$ cat src/common/cpu_core_cfg.svh
// cpu_core_cfg.svh: reset values, field positions and opcodes of the core
// assumes inclusion by bare name from the core and flag unit sources
`ifndef CPU_CORE_CFG_SVH
`define CPU_CORE_CFG_SVH
`define PC_RST_VAL 16'h0000
`define SP_RST_VAL 16'h0000
`define REG_RST_VAL 8'h00
`define FLAG_RST_VAL 5'h00
`define IDX_ACC 3'h7
`define IDX_H 3'h4
`define IDX_L 3'h5
`define IDX_MEM 3'h6
`define FLG_CY 0
`define FLG_P 1
`define FLG_AC 2
`define FLG_Z 3
`define FLG_S 4
`define ALU_ADD 3'h0
`define ALU_SUB 3'h2
`define ALU_CMP 3'h7
`define ALU_IMM_SRC 3'h6
`define RST_SRC 3'h7
`define OPC_LDA 8'h3a
`define OPC_STA 8'h32
`define OPC_JMP 8'hc3
`define OPC_PCHL 8'he9
`define LDAX_LOW 4'ha
`define STAX_LOW 4'h2
`endif

$ cat src/common/cpu_core_pkg.sv
// cpu_core_pkg: shared types of the byte-wide processor core
// assumes nothing beyond a SystemVerilog compiler
package cpu_core_pkg;
  typedef logic [7:0] byte_t;
  typedef logic [15:0] addr_t;
  // processor states, gray order t1 t2 t3 t4
  typedef enum logic [1:0] {st_t1 = 2'b00, st_t2 = 2'b01, st_t3 = 2'b11, st_t4 = 2'b10} tstate_e;
  // machine cycle kinds
  typedef enum logic [1:0] {k_fetch = 2'b00, k_read = 2'b01, k_write = 2'b10} cycle_e;
endpackage

$ cat src/flag_alu.sv
// flag_alu: 8-bit add and subtract with the five condition flags
// assumes a purely combinational use, sampled by the core on its clock
`include "cpu_core_cfg.svh"

module flag_alu (
  // operands
  input wire cpu_core_pkg::byte_t a_i,
  input wire cpu_core_pkg::byte_t b_i,
  input wire logic sub_i,
  // result and flags
  output cpu_core_pkg::byte_t res_o,
  output logic [4:0] flags_o
);
  import cpu_core_pkg::*;

  logic [7:0] b_x;
  logic [8:0] sum;
  logic [4:0] nib;

  // subtraction as a + ~b + 1, so one adder serves both
  assign b_x = sub_i ? ~b_i : b_i;
  assign sum = {1'b0, a_i} + {1'b0, b_x} + {8'h00, sub_i};
  assign nib = {1'b0, a_i[3:0]} + {1'b0, b_x[3:0]} + {4'h0, sub_i};
  assign res_o = sum[7:0];

  // flag rules on the 8-bit result
  assign flags_o[`FLG_Z] = (sum[7:0] == 8'h00);
  assign flags_o[`FLG_S] = sum[7];
  assign flags_o[`FLG_P] = ~^sum[7:0];
  // borrow is the inverted carry of the complement add
  assign flags_o[`FLG_CY] = sum[8] ^ sub_i;
  assign flags_o[`FLG_AC] = nib[4];
endmodule

$ cat src/cpu_data_move.sv
// cpu_data_move: processor core for data moves, direct branches and flags
// assumes byte memory that returns read data by the end of state t3
`include "cpu_core_cfg.svh"

module cpu_data_move (
  // clock and reset
  input wire logic MCLK_I,
  input wire logic SYS_RST_I,
  // processor bus
  output cpu_core_pkg::addr_t MEM_ADDR_O,
  output logic MEM_RD_O,
  output logic MEM_WR_O,
  output cpu_core_pkg::byte_t MEM_WDATA_O,
  input wire cpu_core_pkg::byte_t MEM_RDATA_I,
  // visible state
  output logic [4:0] FLAGS_O,
  output cpu_core_pkg::byte_t ACC_O
);
  import cpu_core_pkg::*;

  tstate_e st_r, st_nxt;
  cycle_e kind_r, nk;
  logic [1:0] mc_r;
  byte_t ir_r, lo_r, adr_lo;
  addr_t pc_r, sp_r, adr_r, na, pc_val;
  byte_t wd_r, nd, rf_val, src_val, din, alu_b, alu_res;
  byte_t rf_r [0:7];
  logic [4:0] flag_r, alu_flags;
  logic [2:0] dst, src, rf_idx;
  logic cyc_end, pc_up, pc_ld, sp_dec, rf_we, fl_we, lo_we;
  logic is_mov, mov_rr, mov_ld, mov_st, is_mvi, is_lda, is_sta, is_jmp;
  logic is_pchl, is_ldax, is_stax, is_rst, alu_ok, alu_reg, alu_imm;
  logic alu_go, abs16, is_xfer, src_mem;
  addr_t hl, rp_adr;

  // opcode field decode; the field value is the register index
  assign dst = ir_r[5:3];
  assign src = ir_r[2:0];
  assign src_mem = (src == `IDX_MEM);
  assign is_mov = (ir_r[7:6] == 2'b01) && !(dst == `IDX_MEM && src_mem);
  assign mov_rr = is_mov && dst != `IDX_MEM && !src_mem;
  assign mov_ld = is_mov && src_mem;
  assign mov_st = is_mov && dst == `IDX_MEM;
  assign is_mvi = (ir_r[7:6] == 2'b00) && src_mem;
  assign is_lda = (ir_r == `OPC_LDA);
  assign is_sta = (ir_r == `OPC_STA);
  assign is_jmp = (ir_r == `OPC_JMP);
  assign is_pchl = (ir_r == `OPC_PCHL);
  assign is_ldax = (ir_r[7:5] == 3'b000) && (ir_r[3:0] == `LDAX_LOW);
  assign is_stax = (ir_r[7:5] == 3'b000) && (ir_r[3:0] == `STAX_LOW);
  assign is_rst = (ir_r[7:6] == 2'b11) && (src == `RST_SRC);
  assign alu_ok = dst == `ALU_ADD || dst == `ALU_SUB || dst == `ALU_CMP;
  assign alu_reg = (ir_r[7:6] == 2'b10) && alu_ok;
  assign alu_imm = (ir_r[7:6] == 2'b11) && src == `ALU_IMM_SRC && alu_ok;
  assign abs16 = is_lda || is_sta || is_jmp;
  assign is_xfer = is_mov || is_mvi || is_lda || is_sta || is_ldax || is_stax;

  // operand sources; pair addresses put the first register on top
  assign hl = {rf_r[`IDX_H], rf_r[`IDX_L]};
  assign rp_adr = {rf_r[{1'b0, ir_r[4], 1'b0}], rf_r[{1'b0, ir_r[4], 1'b1}]};
  assign src_val = rf_r[src];
  assign din = MEM_RDATA_I;
  assign adr_lo = lo_r;
  assign alu_b = (mc_r == 2'd0) ? src_val : din;
  assign alu_go = (alu_reg && !src_mem && mc_r == 2'd0)
                  || ((alu_imm || (alu_reg && src_mem)) && mc_r == 2'd1);
  // fetch runs four states, read and write cycles three
  assign cyc_end = (st_r == st_t4) || (st_r == st_t3 && kind_r != k_fetch);

  flag_alu flag_alu_inst (
    .a_i(rf_r[`IDX_ACC]),
    .b_i(alu_b),
    .sub_i(dst != `ALU_ADD),
    .res_o(alu_res),
    .flags_o(alu_flags)
  );

  // state walk through one machine cycle
  always_comb
  begin
    unique case (st_r)
      st_t1: st_nxt = st_t2;
      st_t2: st_nxt = st_t3;
      st_t3: st_nxt = (kind_r == k_fetch) ? st_t4 : st_t1;
      st_t4: st_nxt = st_t1;
    endcase
  end

  // what the ending machine cycle does and which cycle comes next
  always_comb
  begin
    nk = k_fetch;
    na = pc_r;
    nd = 8'h00;
    pc_up = 1'b0;
    pc_ld = 1'b0;
    pc_val = pc_r;
    sp_dec = 1'b0;
    rf_we = 1'b0;
    rf_idx = dst;
    rf_val = din;
    fl_we = 1'b0;
    lo_we = 1'b0;
    if (mov_rr)
    begin
      rf_we = 1'b1;
      rf_val = src_val;
    end
    // immediate bytes come from the instruction stream, low byte first
    if (((is_mvi || alu_imm) && mc_r == 2'd0) || (abs16 && mc_r != 2'd2 && mc_r != 2'd3))
    begin
      nk = k_read;
      pc_up = 1'b1;
    end
    lo_we = abs16 && mc_r == 2'd1;
    if ((mov_ld || (alu_reg && src_mem)) && mc_r == 2'd0)
    begin
      nk = k_read;
      na = hl;
    end
    if ((mov_ld || is_ldax) && mc_r == 2'd1)
    begin
      rf_we = 1'b1;
      rf_idx = mov_ld ? dst : `IDX_ACC;
    end
    if (mov_st && mc_r == 2'd0)
    begin
      nk = k_write;
      na = hl;
      nd = src_val;
    end
    if (is_mvi && mc_r == 2'd1)
    begin
      if (dst == `IDX_MEM)
      begin
        nk = k_write;
        na = hl;
        nd = din;
      end
      else
      begin
        rf_we = 1'b1;
      end
    end
    if (abs16 && mc_r == 2'd2)
    begin
      // second byte low half, third byte high half
      pc_ld = is_jmp;
      pc_val = {din, adr_lo};
      nk = is_lda ? k_read : (is_sta ? k_write : k_fetch);
      na = {din, adr_lo};
      nd = rf_r[`IDX_ACC];
    end
    if (is_lda && mc_r == 2'd3)
    begin
      rf_we = 1'b1;
      rf_idx = `IDX_ACC;
    end
    if ((is_ldax || is_stax) && mc_r == 2'd0)
    begin
      nk = is_ldax ? k_read : k_write;
      na = rp_adr;
      nd = rf_r[`IDX_ACC];
    end
    if (is_pchl)
    begin
      pc_ld = 1'b1;
      pc_val = hl;
    end
    // vector call pushes the return address high byte first
    if (is_rst && mc_r != 2'd2 && mc_r != 2'd3)
    begin
      nk = k_write;
      na = sp_r - 16'h0001;
      nd = (mc_r == 2'd0) ? pc_r[15:8] : pc_r[7:0];
      sp_dec = 1'b1;
      pc_ld = (mc_r == 2'd1);
      pc_val = {10'h000, dst, 3'h0};
    end
    // compare only sets flags, the accumulator keeps its value
    if (alu_go)
    begin
      fl_we = 1'b1;
      rf_we = (dst != `ALU_CMP);
      rf_idx = `IDX_ACC;
      rf_val = alu_res;
    end
  end

  // sequencer and cycle bookkeeping
  always_ff @(posedge MCLK_I or posedge SYS_RST_I)
  begin
    if (SYS_RST_I)
    begin
      st_r <= st_t1;
      kind_r <= k_fetch;
      mc_r <= 2'd0;
      adr_r <= `PC_RST_VAL;
      wd_r <= 8'h00;
    end
    else
    begin
      st_r <= st_nxt;
      if (cyc_end)
      begin
        kind_r <= nk;
        mc_r <= (nk == k_fetch) ? 2'd0 : mc_r + 2'd1;
        adr_r <= na;
        wd_r <= nd;
      end
    end
  end

  // program counter, opcode and operand latches
  always_ff @(posedge MCLK_I or posedge SYS_RST_I)
  begin
    if (SYS_RST_I)
    begin
      pc_r <= `PC_RST_VAL;
      sp_r <= `SP_RST_VAL;
      ir_r <= 8'h00;
      lo_r <= 8'h00;
    end
    else
    begin
      if (st_r == st_t3 && kind_r == k_fetch)
      begin
        ir_r <= din;
        pc_r <= pc_r + 16'h0001;
      end
      else if (cyc_end && pc_ld)
        pc_r <= pc_val;
      else if (cyc_end && pc_up)
        pc_r <= pc_r + 16'h0001;
      if (cyc_end && sp_dec)
        sp_r <= sp_r - 16'h0001;
      if (cyc_end && lo_we)
        lo_r <= din;
    end
  end

  // register file, one flop byte per field code
  for (genvar i = 0; i < 8; i++)
  begin : g_rf
    always_ff @(posedge MCLK_I or posedge SYS_RST_I)
    begin
      if (SYS_RST_I)
        rf_r[i] <= `REG_RST_VAL;
      else if (cyc_end && rf_we && rf_idx == 3'(i))
        rf_r[i] <= rf_val;
    end
  end

  // flags change only on arithmetic, never on moves
  always_ff @(posedge MCLK_I or posedge SYS_RST_I)
  begin
    if (SYS_RST_I)
      flag_r <= `FLAG_RST_VAL;
    else if (cyc_end && fl_we)
      flag_r <= alu_flags;
  end

  // bus strobes: address and strobe together from t2, strobe through t2 and t3, one byte each
  always_ff @(posedge MCLK_I or posedge SYS_RST_I)
  begin
    if (SYS_RST_I)
    begin
      MEM_ADDR_O <= `PC_RST_VAL;
      MEM_WDATA_O <= 8'h00;
      MEM_RD_O <= 1'b0;
      MEM_WR_O <= 1'b0;
    end
    else if (st_r == st_t1)
    begin
      MEM_ADDR_O <= (kind_r == k_fetch) ? pc_r : adr_r;
      MEM_WDATA_O <= wd_r;
      MEM_RD_O <= (kind_r != k_write);
      MEM_WR_O <= (kind_r == k_write);
    end
    else if (st_r == st_t3)
    begin
      MEM_RD_O <= 1'b0;
      MEM_WR_O <= 1'b0;
    end
  end

  assign FLAGS_O = flag_r;
  assign ACC_O = rf_r[`IDX_ACC];

  a_flags_hold:
  assert property (@(posedge MCLK_I) disable iff (SYS_RST_I)
    cyc_end && is_xfer |=> $stable(flag_r)) else $error("flags changed on a move");
  a_fetch_walk:
  assert property (@(posedge MCLK_I) disable iff (SYS_RST_I)
    st_r == st_t1 && kind_r == k_fetch |=> st_r == st_t2 ##1 st_r == st_t3
    ##1 st_r == st_t4 ##1 st_r == st_t1) else $error("fetch not four states");
  a_pc_step:
  assert property (@(posedge MCLK_I) disable iff (SYS_RST_I)
    st_r == st_t3 && kind_r == k_fetch |=> pc_r == $past(pc_r) + 16'h0001)
    else $error("pc did not step after fetch");
  a_strobe_len:
  assert property (@(posedge MCLK_I) disable iff (SYS_RST_I)
    $rose(MEM_RD_O) |-> MEM_RD_O[*2] ##1 !MEM_RD_O) else $error("read strobe length");
  a_copy_reg:
  assert property (@(posedge MCLK_I) disable iff (SYS_RST_I)
    cyc_end && mov_rr |=> rf_r[$past(dst)] == $past(src_val))
    else $error("register copy lost");
  a_hl_read:
  assert property (@(posedge MCLK_I) disable iff (SYS_RST_I)
    cyc_end && mov_ld && mc_r == 2'd0 |-> ##2 (MEM_ADDR_O == $past(hl, 2)) ##1 MEM_RD_O)
    else $error("memory read not at pair address");
  a_hl_write:
  assert property (@(posedge MCLK_I) disable iff (SYS_RST_I)
    cyc_end && mov_st && mc_r == 2'd0 |-> ##2 (MEM_WDATA_O == $past(src_val, 2))
    ##1 MEM_WR_O) else $error("memory write data wrong");
  a_jump_tgt:
  assert property (@(posedge MCLK_I) disable iff (SYS_RST_I)
    cyc_end && is_jmp && mc_r == 2'd2 |=> pc_r == {$past(din), $past(lo_r)})
    else $error("jump target wrong");
  a_rst_vec:
  assert property (@(posedge MCLK_I) disable iff (SYS_RST_I)
    cyc_end && is_rst && mc_r == 2'd1 |=> pc_r == {10'h000, $past(dst), 3'h0})
    else $error("vector target wrong");
  a_zero_flag:
  assert property (@(posedge MCLK_I) disable iff (SYS_RST_I)
    cyc_end && fl_we |=> flag_r[`FLG_Z] == ($past(alu_res) == 8'h00))
    else $error("zero flag wrong");
  a_parity_flag:
  assert property (@(posedge MCLK_I) disable iff (SYS_RST_I)
    cyc_end && fl_we |=> flag_r[`FLG_P] == ~^$past(alu_res)) else $error("parity wrong");
endmodule

$ cat config.mk
export PLATFORM = sky130hd
export DESIGN_NAME = cpu_data_move
export DESIGN_NICKNAME = d
export VERILOG_FILES = /design/src/common/cpu_core_pkg.sv /design/src/flag_alu.sv /design/src/cpu_data_move.sv
export VERILOG_INCLUDE_DIRS = /design/src /design/src/common
export SDC_FILE = /design/constraint.sdc
export NUM_CORES = 1
export LEC_CHECK = 0
export ABC_AREA = 0
export BUFFER_PORTS_ARGS = -buffer_cell sky130_fd_sc_hd__buf_2
export CAP_MARGIN = 20
export CORE_MARGIN = 2
export CORE_UTILIZATION = 39
export CTS_CLUSTER_DIAMETER = 200
export CTS_CLUSTER_SIZE = 24
export DETAILED_ROUTE_END_ITERATION = 12
export PLACE_DENSITY = 0.57
export REMOVE_ABC_BUFFERS = 1
export SLEW_MARGIN = 40
export SYNTH_ARGS = -nofsm -noshare
export SYNTH_HDL_FRONTEND = slang
export SYNTH_HIERARCHICAL = 1
export SYNTH_SLANG_ARGS = --single-unit
$ cat constraint.sdc
create_clock -name MCLK_I -period 18.55 [get_ports MCLK_I]
set_clock_uncertainty 0.2 [all_clocks]
set_input_delay 3.71 -clock MCLK_I [delete_from_list [all_inputs] [get_ports MCLK_I]]
set_output_delay 3.71 -clock MCLK_I [all_outputs]
set_load 0.02 [all_outputs]
==> impl_metrics.env, run 1 <==
export IMPL_max_slew_margin_pct=43.5
export IMPL_path_clk_slew_ps=70
export IMPL_drv_slew=0
export IMPL_cp_slowest_stage_delay_ps=440
export IMPL_grt_pass1_vias=8380
export IMPL_drive_gt1_share_pct=22.2
export IMPL_setup_viol=0
export IMPL_ys_ff_latch=173
export IMPL_synth_main_ff_cell="dfrtp_1"
export IMPL_crit_slowest_cell="fa_1"
export IMPL_synthCells=1049
export IMPL_grt_pass1_wl_mm=51.1
export IMPL_synthDominantCellAreaShare_pct=40.5
export IMPL_synthTopCellsByArea="dfrtp_1 (41%), mux2_2 (8.8%), mux2i_1 (6.1%), nor2_1 (3.0%), mux4_2 (3.0%)"
export IMPL_post_cts_resize_count=0
export IMPL_grt_max_degree=70
export IMPL_initialDrtViolationCount=574
export IMPL_start_util_pct=39.6
export IMPL_cp_end_kind="register"
export IMPL_clk_latency_ps=440
export IMPL_utilization_pct=43.8
export IMPL_synth_area_leader_cell="dfrtp_1"
export IMPL_htree_levels=4
export IMPL_ys_warn_count=6
export IMPL_timing_final_crit_share_pct=34.3
export IMPL_syn_to_final_growth_pct=10.5
export IMPL_grt_ovfl_total=0
export IMPL_grt_antenna_before_repair=0
export IMPL_vias=8528
export IMPL_max_freq_mhz=157
export IMPL_die_h_um=169
export IMPL_synth_edf_count=0
export IMPL_drc_errors=0
export IMPL_cts_tree="yes"
export IMPL_crit_arrival_ps=6480
export IMPL_wl_per_cell_um=23.3
export IMPL_diodes=0
export IMPL_grt_usage_pct=23.4
export IMPL_fp_dieW_um=169
export IMPL_synthArstFlopShare_pct=100
export IMPL_first_pass_iters=5
export IMPL_start_kind="input port"
export IMPL_dp_hpwl_mm=22.9
export IMPL_worst_slew_pin_slew_ps=843
export IMPL_p_leak_nw=5.26
export IMPL_routed_via_density=6.09
export IMPL_placeableCoreArea_um2=27000
export IMPL_cts_inserted_buffers=17
export IMPL_dieArea_um2=28700
export IMPL_rsz0062_at_grt="false"
export IMPL_worstPathRequired_ps=18680
export IMPL_status="completed"
export IMPL_gp_congestion=0.879
export IMPL_cts_hold_buf=0
export IMPL_irDropWorstVdd_v=0.000147
export IMPL_hold_viol=0
export IMPL_path_cells="buf_2 > nor2_1 > nor2_1 > mux2_4 > fa_1 > a21o_1 > a221oi_1 > xor2_1 > ha_1 > xnor2_1 > xnor2_1 > mux2_2"
export IMPL_root_buffer="clkbuf_16"
export IMPL_totalWireLength_mm=32.7
export IMPL_critPathKind="in -> reg"
export IMPL_clockBufferDepth=2
export IMPL_row_count=60
export IMPL_yosysMostFrequentCell="dfrtp_1"
export IMPL_min_period_ps=6350
export IMPL_cts_setup_buffers=0
export IMPL_clock_sinks=173
export IMPL_portBuffers=48
export IMPL_yosys_top_cells_count="dfrtp_1 (173), nor2_1 (86), mux2_2 (83)"
export IMPL_netlist_area_um2=10700
export IMPL_fin_nets=1079
export IMPL_ys_types=77
export IMPL_ios=49
export IMPL_worst_path_buf_inv=1
export IMPL_ys_seq_area_share_pct=40.5
export IMPL_min_path_type="reg -> reg"
export IMPL_syn_avg_cell_area_um2=10.2
export IMPL_powerDensity_nw_per_um2=211
export IMPL_r2r_slack_ps=14100
export IMPL_ant_nets=0
export IMPL_drv_cap=0
export IMPL_tns_ps=0
export IMPL_crit_family="adder cells"
export IMPL_crit_fanout=7
## cell type report
type | instances | area, um^2
Timing Repair Buffer | 67 | 387
Multi-Input combinational cell | 757 | 5900
Inverter | 31 | 121
Tap cell | 341 | 427
Clock inverter | 15 | 210
Sequential cell | 173 | 4330
Fill cell | 2572 | 15200
Clock buffer | 17 | 425
## layer usage
metal	GRT usage (%)	wire [um]	vias up	share of wire, %
li1	-	-	3870	-
met2	37.1	15200	304	46
met3	4.48	1950	50	5.9
met1	32.9	15000	4304	46
met4	6.47	609	0	1.9
met5	0	0	-	0
## cell families (layout without fill, tap and decap cells)
logic type,after synthesis,in the layout,synth area share [%]
compound gates,237,237,15.4
xor+xnor,49,49,4.02
fa+ha+maj,22,22,2.65
buf+inv,119,130,4.84
flops,173,173,40.5
mux,173,173,19.3
simple gates,276,276,13.3
## power breakdown
part / total (mW) / leakage, nW / switching, mW / internal (mW)
Combinational: 1.45 / 2.76 / 0.862 / 0.590
Clock: 0.395 / 0.316 / 0.166 / 0.229
Sequential: 0.646 / 2.18 / 0.139 / 0.507
Total: 2.49 / 5.26 / 1.17 / 1.33
## flip-flops by register name (all words and copies together), names as in the netlist, 2 cells and up
name and cells:
MEM_WDATA_O 8, MEM_ADDR_O 16, adr_r 16, hl 16, ACC_O 8, st_r 2, rf_r 40, wd_r 8
pc_r 16, FLAGS_O 5, adr_lo 8, ir_r 8, kind_r 2, sp_r 16, mc_r 2
## per-stage QoR
step / setup WS, ps / instance area [um^2] / total power, mW / hold slack, ps / std cells
after global placement: 11810 / 11100 / 2.05 / 162 / 1369
final: 12200 / 11800 / 2.49 / 168 / 1401
after detailed placement: 11780 / 11200 / 2.07 / 158 / 1369
after global routing: 12020 / 11800 / 2.66 / 177 / 1401
after CTS: 12230 / 11800 / 2.48 / 174 / 1401
after floorplan: 9950 / 10300 / 1.64 / 146 / 961
## worst reg2reg max path: stages (launching register included)
cell      delay (ps)
dfrtp_1          750
mux4_2           600
mux2_2           310
nor2_1            90
nor2_1            80
mux2_4           320
fa_1             440
a21o_1           200
a221oi_1         290
xor2_1           230
ha_1             290
xnor2_1          150
xnor2_1          120
mux2_2           250
## cells in the final DEF (no fill, tap or decap), types with 13 or more instances in the layout
| master | netlist | layout |
|---|---|---|
| inv_1 | 30 | 29 |
| mux4_2 | 14 | 14 |
| nor3_1 | 20 | 20 |
| o2bb2ai_1 | 13 | 13 |
| buf_4 | 11 | 18 |
| mux2_2 | 83 | 83 |
| clkbuf_16 | 0 | 17 |
| nand2_1 | 50 | 50 |
| a221oi_1 | 22 | 22 |
| dfrtp_1 | 173 | 173 |
| ha_1 | 21 | 21 |
| xor2_1 | 26 | 26 |
| mux2i_1 | 65 | 65 |
| nor2_1 | 86 | 82 |
| xnor2_1 | 23 | 23 |
| buf_2 | 11 | 48 |
| nand4_1 | 23 | 23 |
| nand3_1 | 22 | 22 |
| o22ai_1 | 30 | 30 |
| o21ai_0 | 45 | 42 |
| a21oi_1 | 52 | 52 |
## worst paths after layout
check / startpoint / end / cells after the start
setup / recovery: MEM_RDATA_I[0] / FLAGS_O[1] / 12
hold reg to reg: rf_r[15] / rf_r[15] / 0
min in group asynchronous: SYS_RST_I / rf_r[63] / 2
max in group asynchronous: SYS_RST_I / pc_r[8] / 4
setup reg to reg: ir_r[1] / FLAGS_O[1] / 13
hold / removal: rf_r[15] / rf_r[15] / 0
Power figures use the tool's default switching activity.
==> inputs of run 2 (changes only) <==
Clock period 18.55 ns to 6.5 ns, I/O delays scaled along.
==> run 2 against run 1 <==
  * Sequential power rose to 2.9 times the previous value
  * Highest routed layer unchanged
  * Cell area fell by 0.72%
  * Power rose to 2.8 times the previous value
  * Register-to-register slack got worse by 12000 ps
  * Combinational power rose to 2.8 times the previous value
  * Utilization fell by 0.32 points
  * Flip-flop and latch count did not move
  * First-iteration DRC count rose by 12%
  * Wire length barely moved
  * Sequential share of layout area rose by 0.28 points
  * Worst setup slack got worse by 10000 ps
==> impl_metrics.env, run 2 (synthesized netlist as in run 1, its figures left out) <==
export IMPL_dr_wl_met3_mm=1.99
export IMPL_path_clk_slew_ps=70
export IMPL_irDropWorstVdd_v=0.000368
export IMPL_crit_family="multiplexers"
export IMPL_worstSetupPathDepth=15
export IMPL_grt_max_degree=76
export IMPL_final_cell_mix="dfrtp_1 (172), mux2_2 (83), nor2_1 (82), mux2i_1 (65), a21oi_1 (52)"
export IMPL_fin_nets=1080
export IMPL_ios=49
export IMPL_setup_ws_ps=2010
export IMPL_dieArea_um2=28700
export IMPL_max_freq_mhz=222
export IMPL_cts_inserted_buffers=17
export IMPL_nFillCells=2586
export IMPL_regMostFlops="rf_r"
export IMPL_worst_path_buf_inv=1
export IMPL_first_pass_iters=5
export IMPL_row_count=60
export IMPL_p_leak_nw=5.20
export IMPL_tns_ps=0
export IMPL_diodes=0
export IMPL_min_path_type="reg -> reg"
export IMPL_crit_arrival_ps=4620
export IMPL_hold_viol=0
export IMPL_worst_slew_pin_slew_ps=854
export IMPL_wl_met2_mm=15.4
export IMPL_drv_slew=0
export IMPL_critPathKind="reg -> reg"
export IMPL_dp_hpwl_mm=23.1
export IMPL_met1_length_mm=14.6
export IMPL_drv_cap=0
export IMPL_start_util_pct=39.6
export IMPL_dp_slack_ps=1760
export IMPL_htree_levels=4
export IMPL_gp_congestion=0.906
export IMPL_timing_final_crit_share_pct=69.1
export IMPL_rsz0062_at_grt="false"
export IMPL_setup_viol=0
export IMPL_holdPathStages=0
export IMPL_drive_gt1_share_pct=22.1
export IMPL_fp_dieW_um=169
export IMPL_grt_ovfl_total=0
export IMPL_vias=8585
export IMPL_path_cells="buf_4 > mux4_2 > mux2_2 > nor2_1 > nor2_1 > xor2_1 > ha_1 > and4_1 > a211o_2 > nor2_1 > xor2_1 > ha_1 > xnor2_1 > xnor2_1 > mux2_2"
export IMPL_syn_to_final_growth_pct=9.68
export IMPL_postLayoutCellArea_um2=11700
export IMPL_crit_fanout=16
export IMPL_drc_errors=0
export IMPL_dr_max_layer_used="met4"
export IMPL_clk_latency_ps=450
export IMPL_start_kind="register"
export IMPL_wl_per_cell_um=23.3
export IMPL_cts_setup_buffers=0
export IMPL_grt_pass1_vias=8149
export IMPL_largest_reg_flops=40
export IMPL_die_h_um=169
export IMPL_cts_tree="yes"
export IMPL_powerDensity_nw_per_um2=592
export IMPL_cp_slowest_stage_delay_ps=640
export IMPL_clockBufferDepth=2
export IMPL_worstPathRequired_ps=6630
export IMPL_cp_end_kind="register"
export IMPL_ant_nets=0
export IMPL_post_cts_resize_count=0
export IMPL_max_slew_margin_pct=42.5
export IMPL_min_period_ps=4490
export IMPL_r2r_slack_ps=2010
export IMPL_routed_via_density=6.12
export IMPL_totalWireLength_mm=32.7
export IMPL_cts_hold_buf=0
export IMPL_status="completed"
export IMPL_initialDrtViolationCount=642
export IMPL_root_buffer="clkbuf_16"
export IMPL_clock_sinks=173
export IMPL_grt_usage_pct=23.3
export IMPL_place_area_um2=11200
export IMPL_crit_slowest_cell="dfrtp_2"
export IMPL_rr_worst_depth=15
export IMPL_grt_pass1_wl_mm=50.7
export IMPL_hold_path_end="rf_r[14]"
export IMPL_worst_r2r_endpoint="FLAGS_O[1]"
export IMPL_min_from="rf_r[14]"
export IMPL_placeableCoreArea_um2=27000
export IMPL_regToRegStartpoint="ir_r[0]"
export IMPL_grt_antenna_before_repair=0
export IMPL_mostFrequentLayoutCell="dfrtp_1"
export IMPL_crit_top_cell="nor2_1"
export IMPL_portBuffers=48
[run 2: changes by cell type in the layout (fill, tap and decap cells not counted), moves of 2 or more]
cell        change
clkinvlp_4      +3
inv_6           +2
buf_4           +2
bufinv_16       -4
[run 2: worst register-to-register path, cell delays in order, from the launching register on]
cell,delay [ps]
dfrtp_2,640
buf_4,280
mux4_2,510
mux2_2,300
nor2_1,100
nor2_1,70
xor2_1,140
ha_1,360
and4_1,220
a211o_2,370
nor2_1,220
xor2_1,180
ha_1,260
xnor2_1,190
xnor2_1,100
mux2_2,260
[run 2: worst max path at each step]
stage,from,to,slack [ps]
floorplan,SYS_RST_I,ACC_O[0],310
global placement,ir_r[0],FLAGS_O[1],1850
detailed placement,ir_r[0],FLAGS_O[1],1760
CTS,ir_r[0],FLAGS_O[1],1730
global route,ir_r[0],hl[6],1760
finish,ir_r[0],FLAGS_O[1],2010
[run 2: where the power goes]
part / switching, mW / internal (mW) / leakage [nW] / total [mW]
clock: 0.477 / 0.507 / 0.263 / 0.984
combinational: 2.40 / 1.68 / 2.77 / 4.08
sequential: 0.420 / 1.45 / 2.18 / 1.87
total: 3.30 / 3.63 / 5.20 / 6.93
[run 2: cell type report]
type | count | area [um^2] | share of cell area, %
multi-input cells | 757 | 5890 | 50.3
clock buffers | 19 | 443 | 3.78
clock inverters | 13 | 105 | 0.897
well taps | 341 | 427 | 3.64
inverters | 31 | 121 | 1.04
flip-flops and latches | 173 | 4330 | 37.0
repair buffers | 68 | 390 | 3.33
[run 2: layer usage]
layer,global-route usage (%),vias up
met5,0,-
met4,6.58,0
met3,3.61,52
met2,37.8,345
met1,32.3,4302
li1,-,3886
[run 2: per-stage QoR]
stage	util (%)	hold WS [ps]	cells	total power, mW
after floorplan	-	146	961	4.68
after global placement	41.2	169	1370	5.80
after global routing	43.5	186	1402	7.39
after CTS	43.4	178	1402	6.90
final	43.5	177	1402	6.93
after detailed placement	41.4	163	1370	5.87
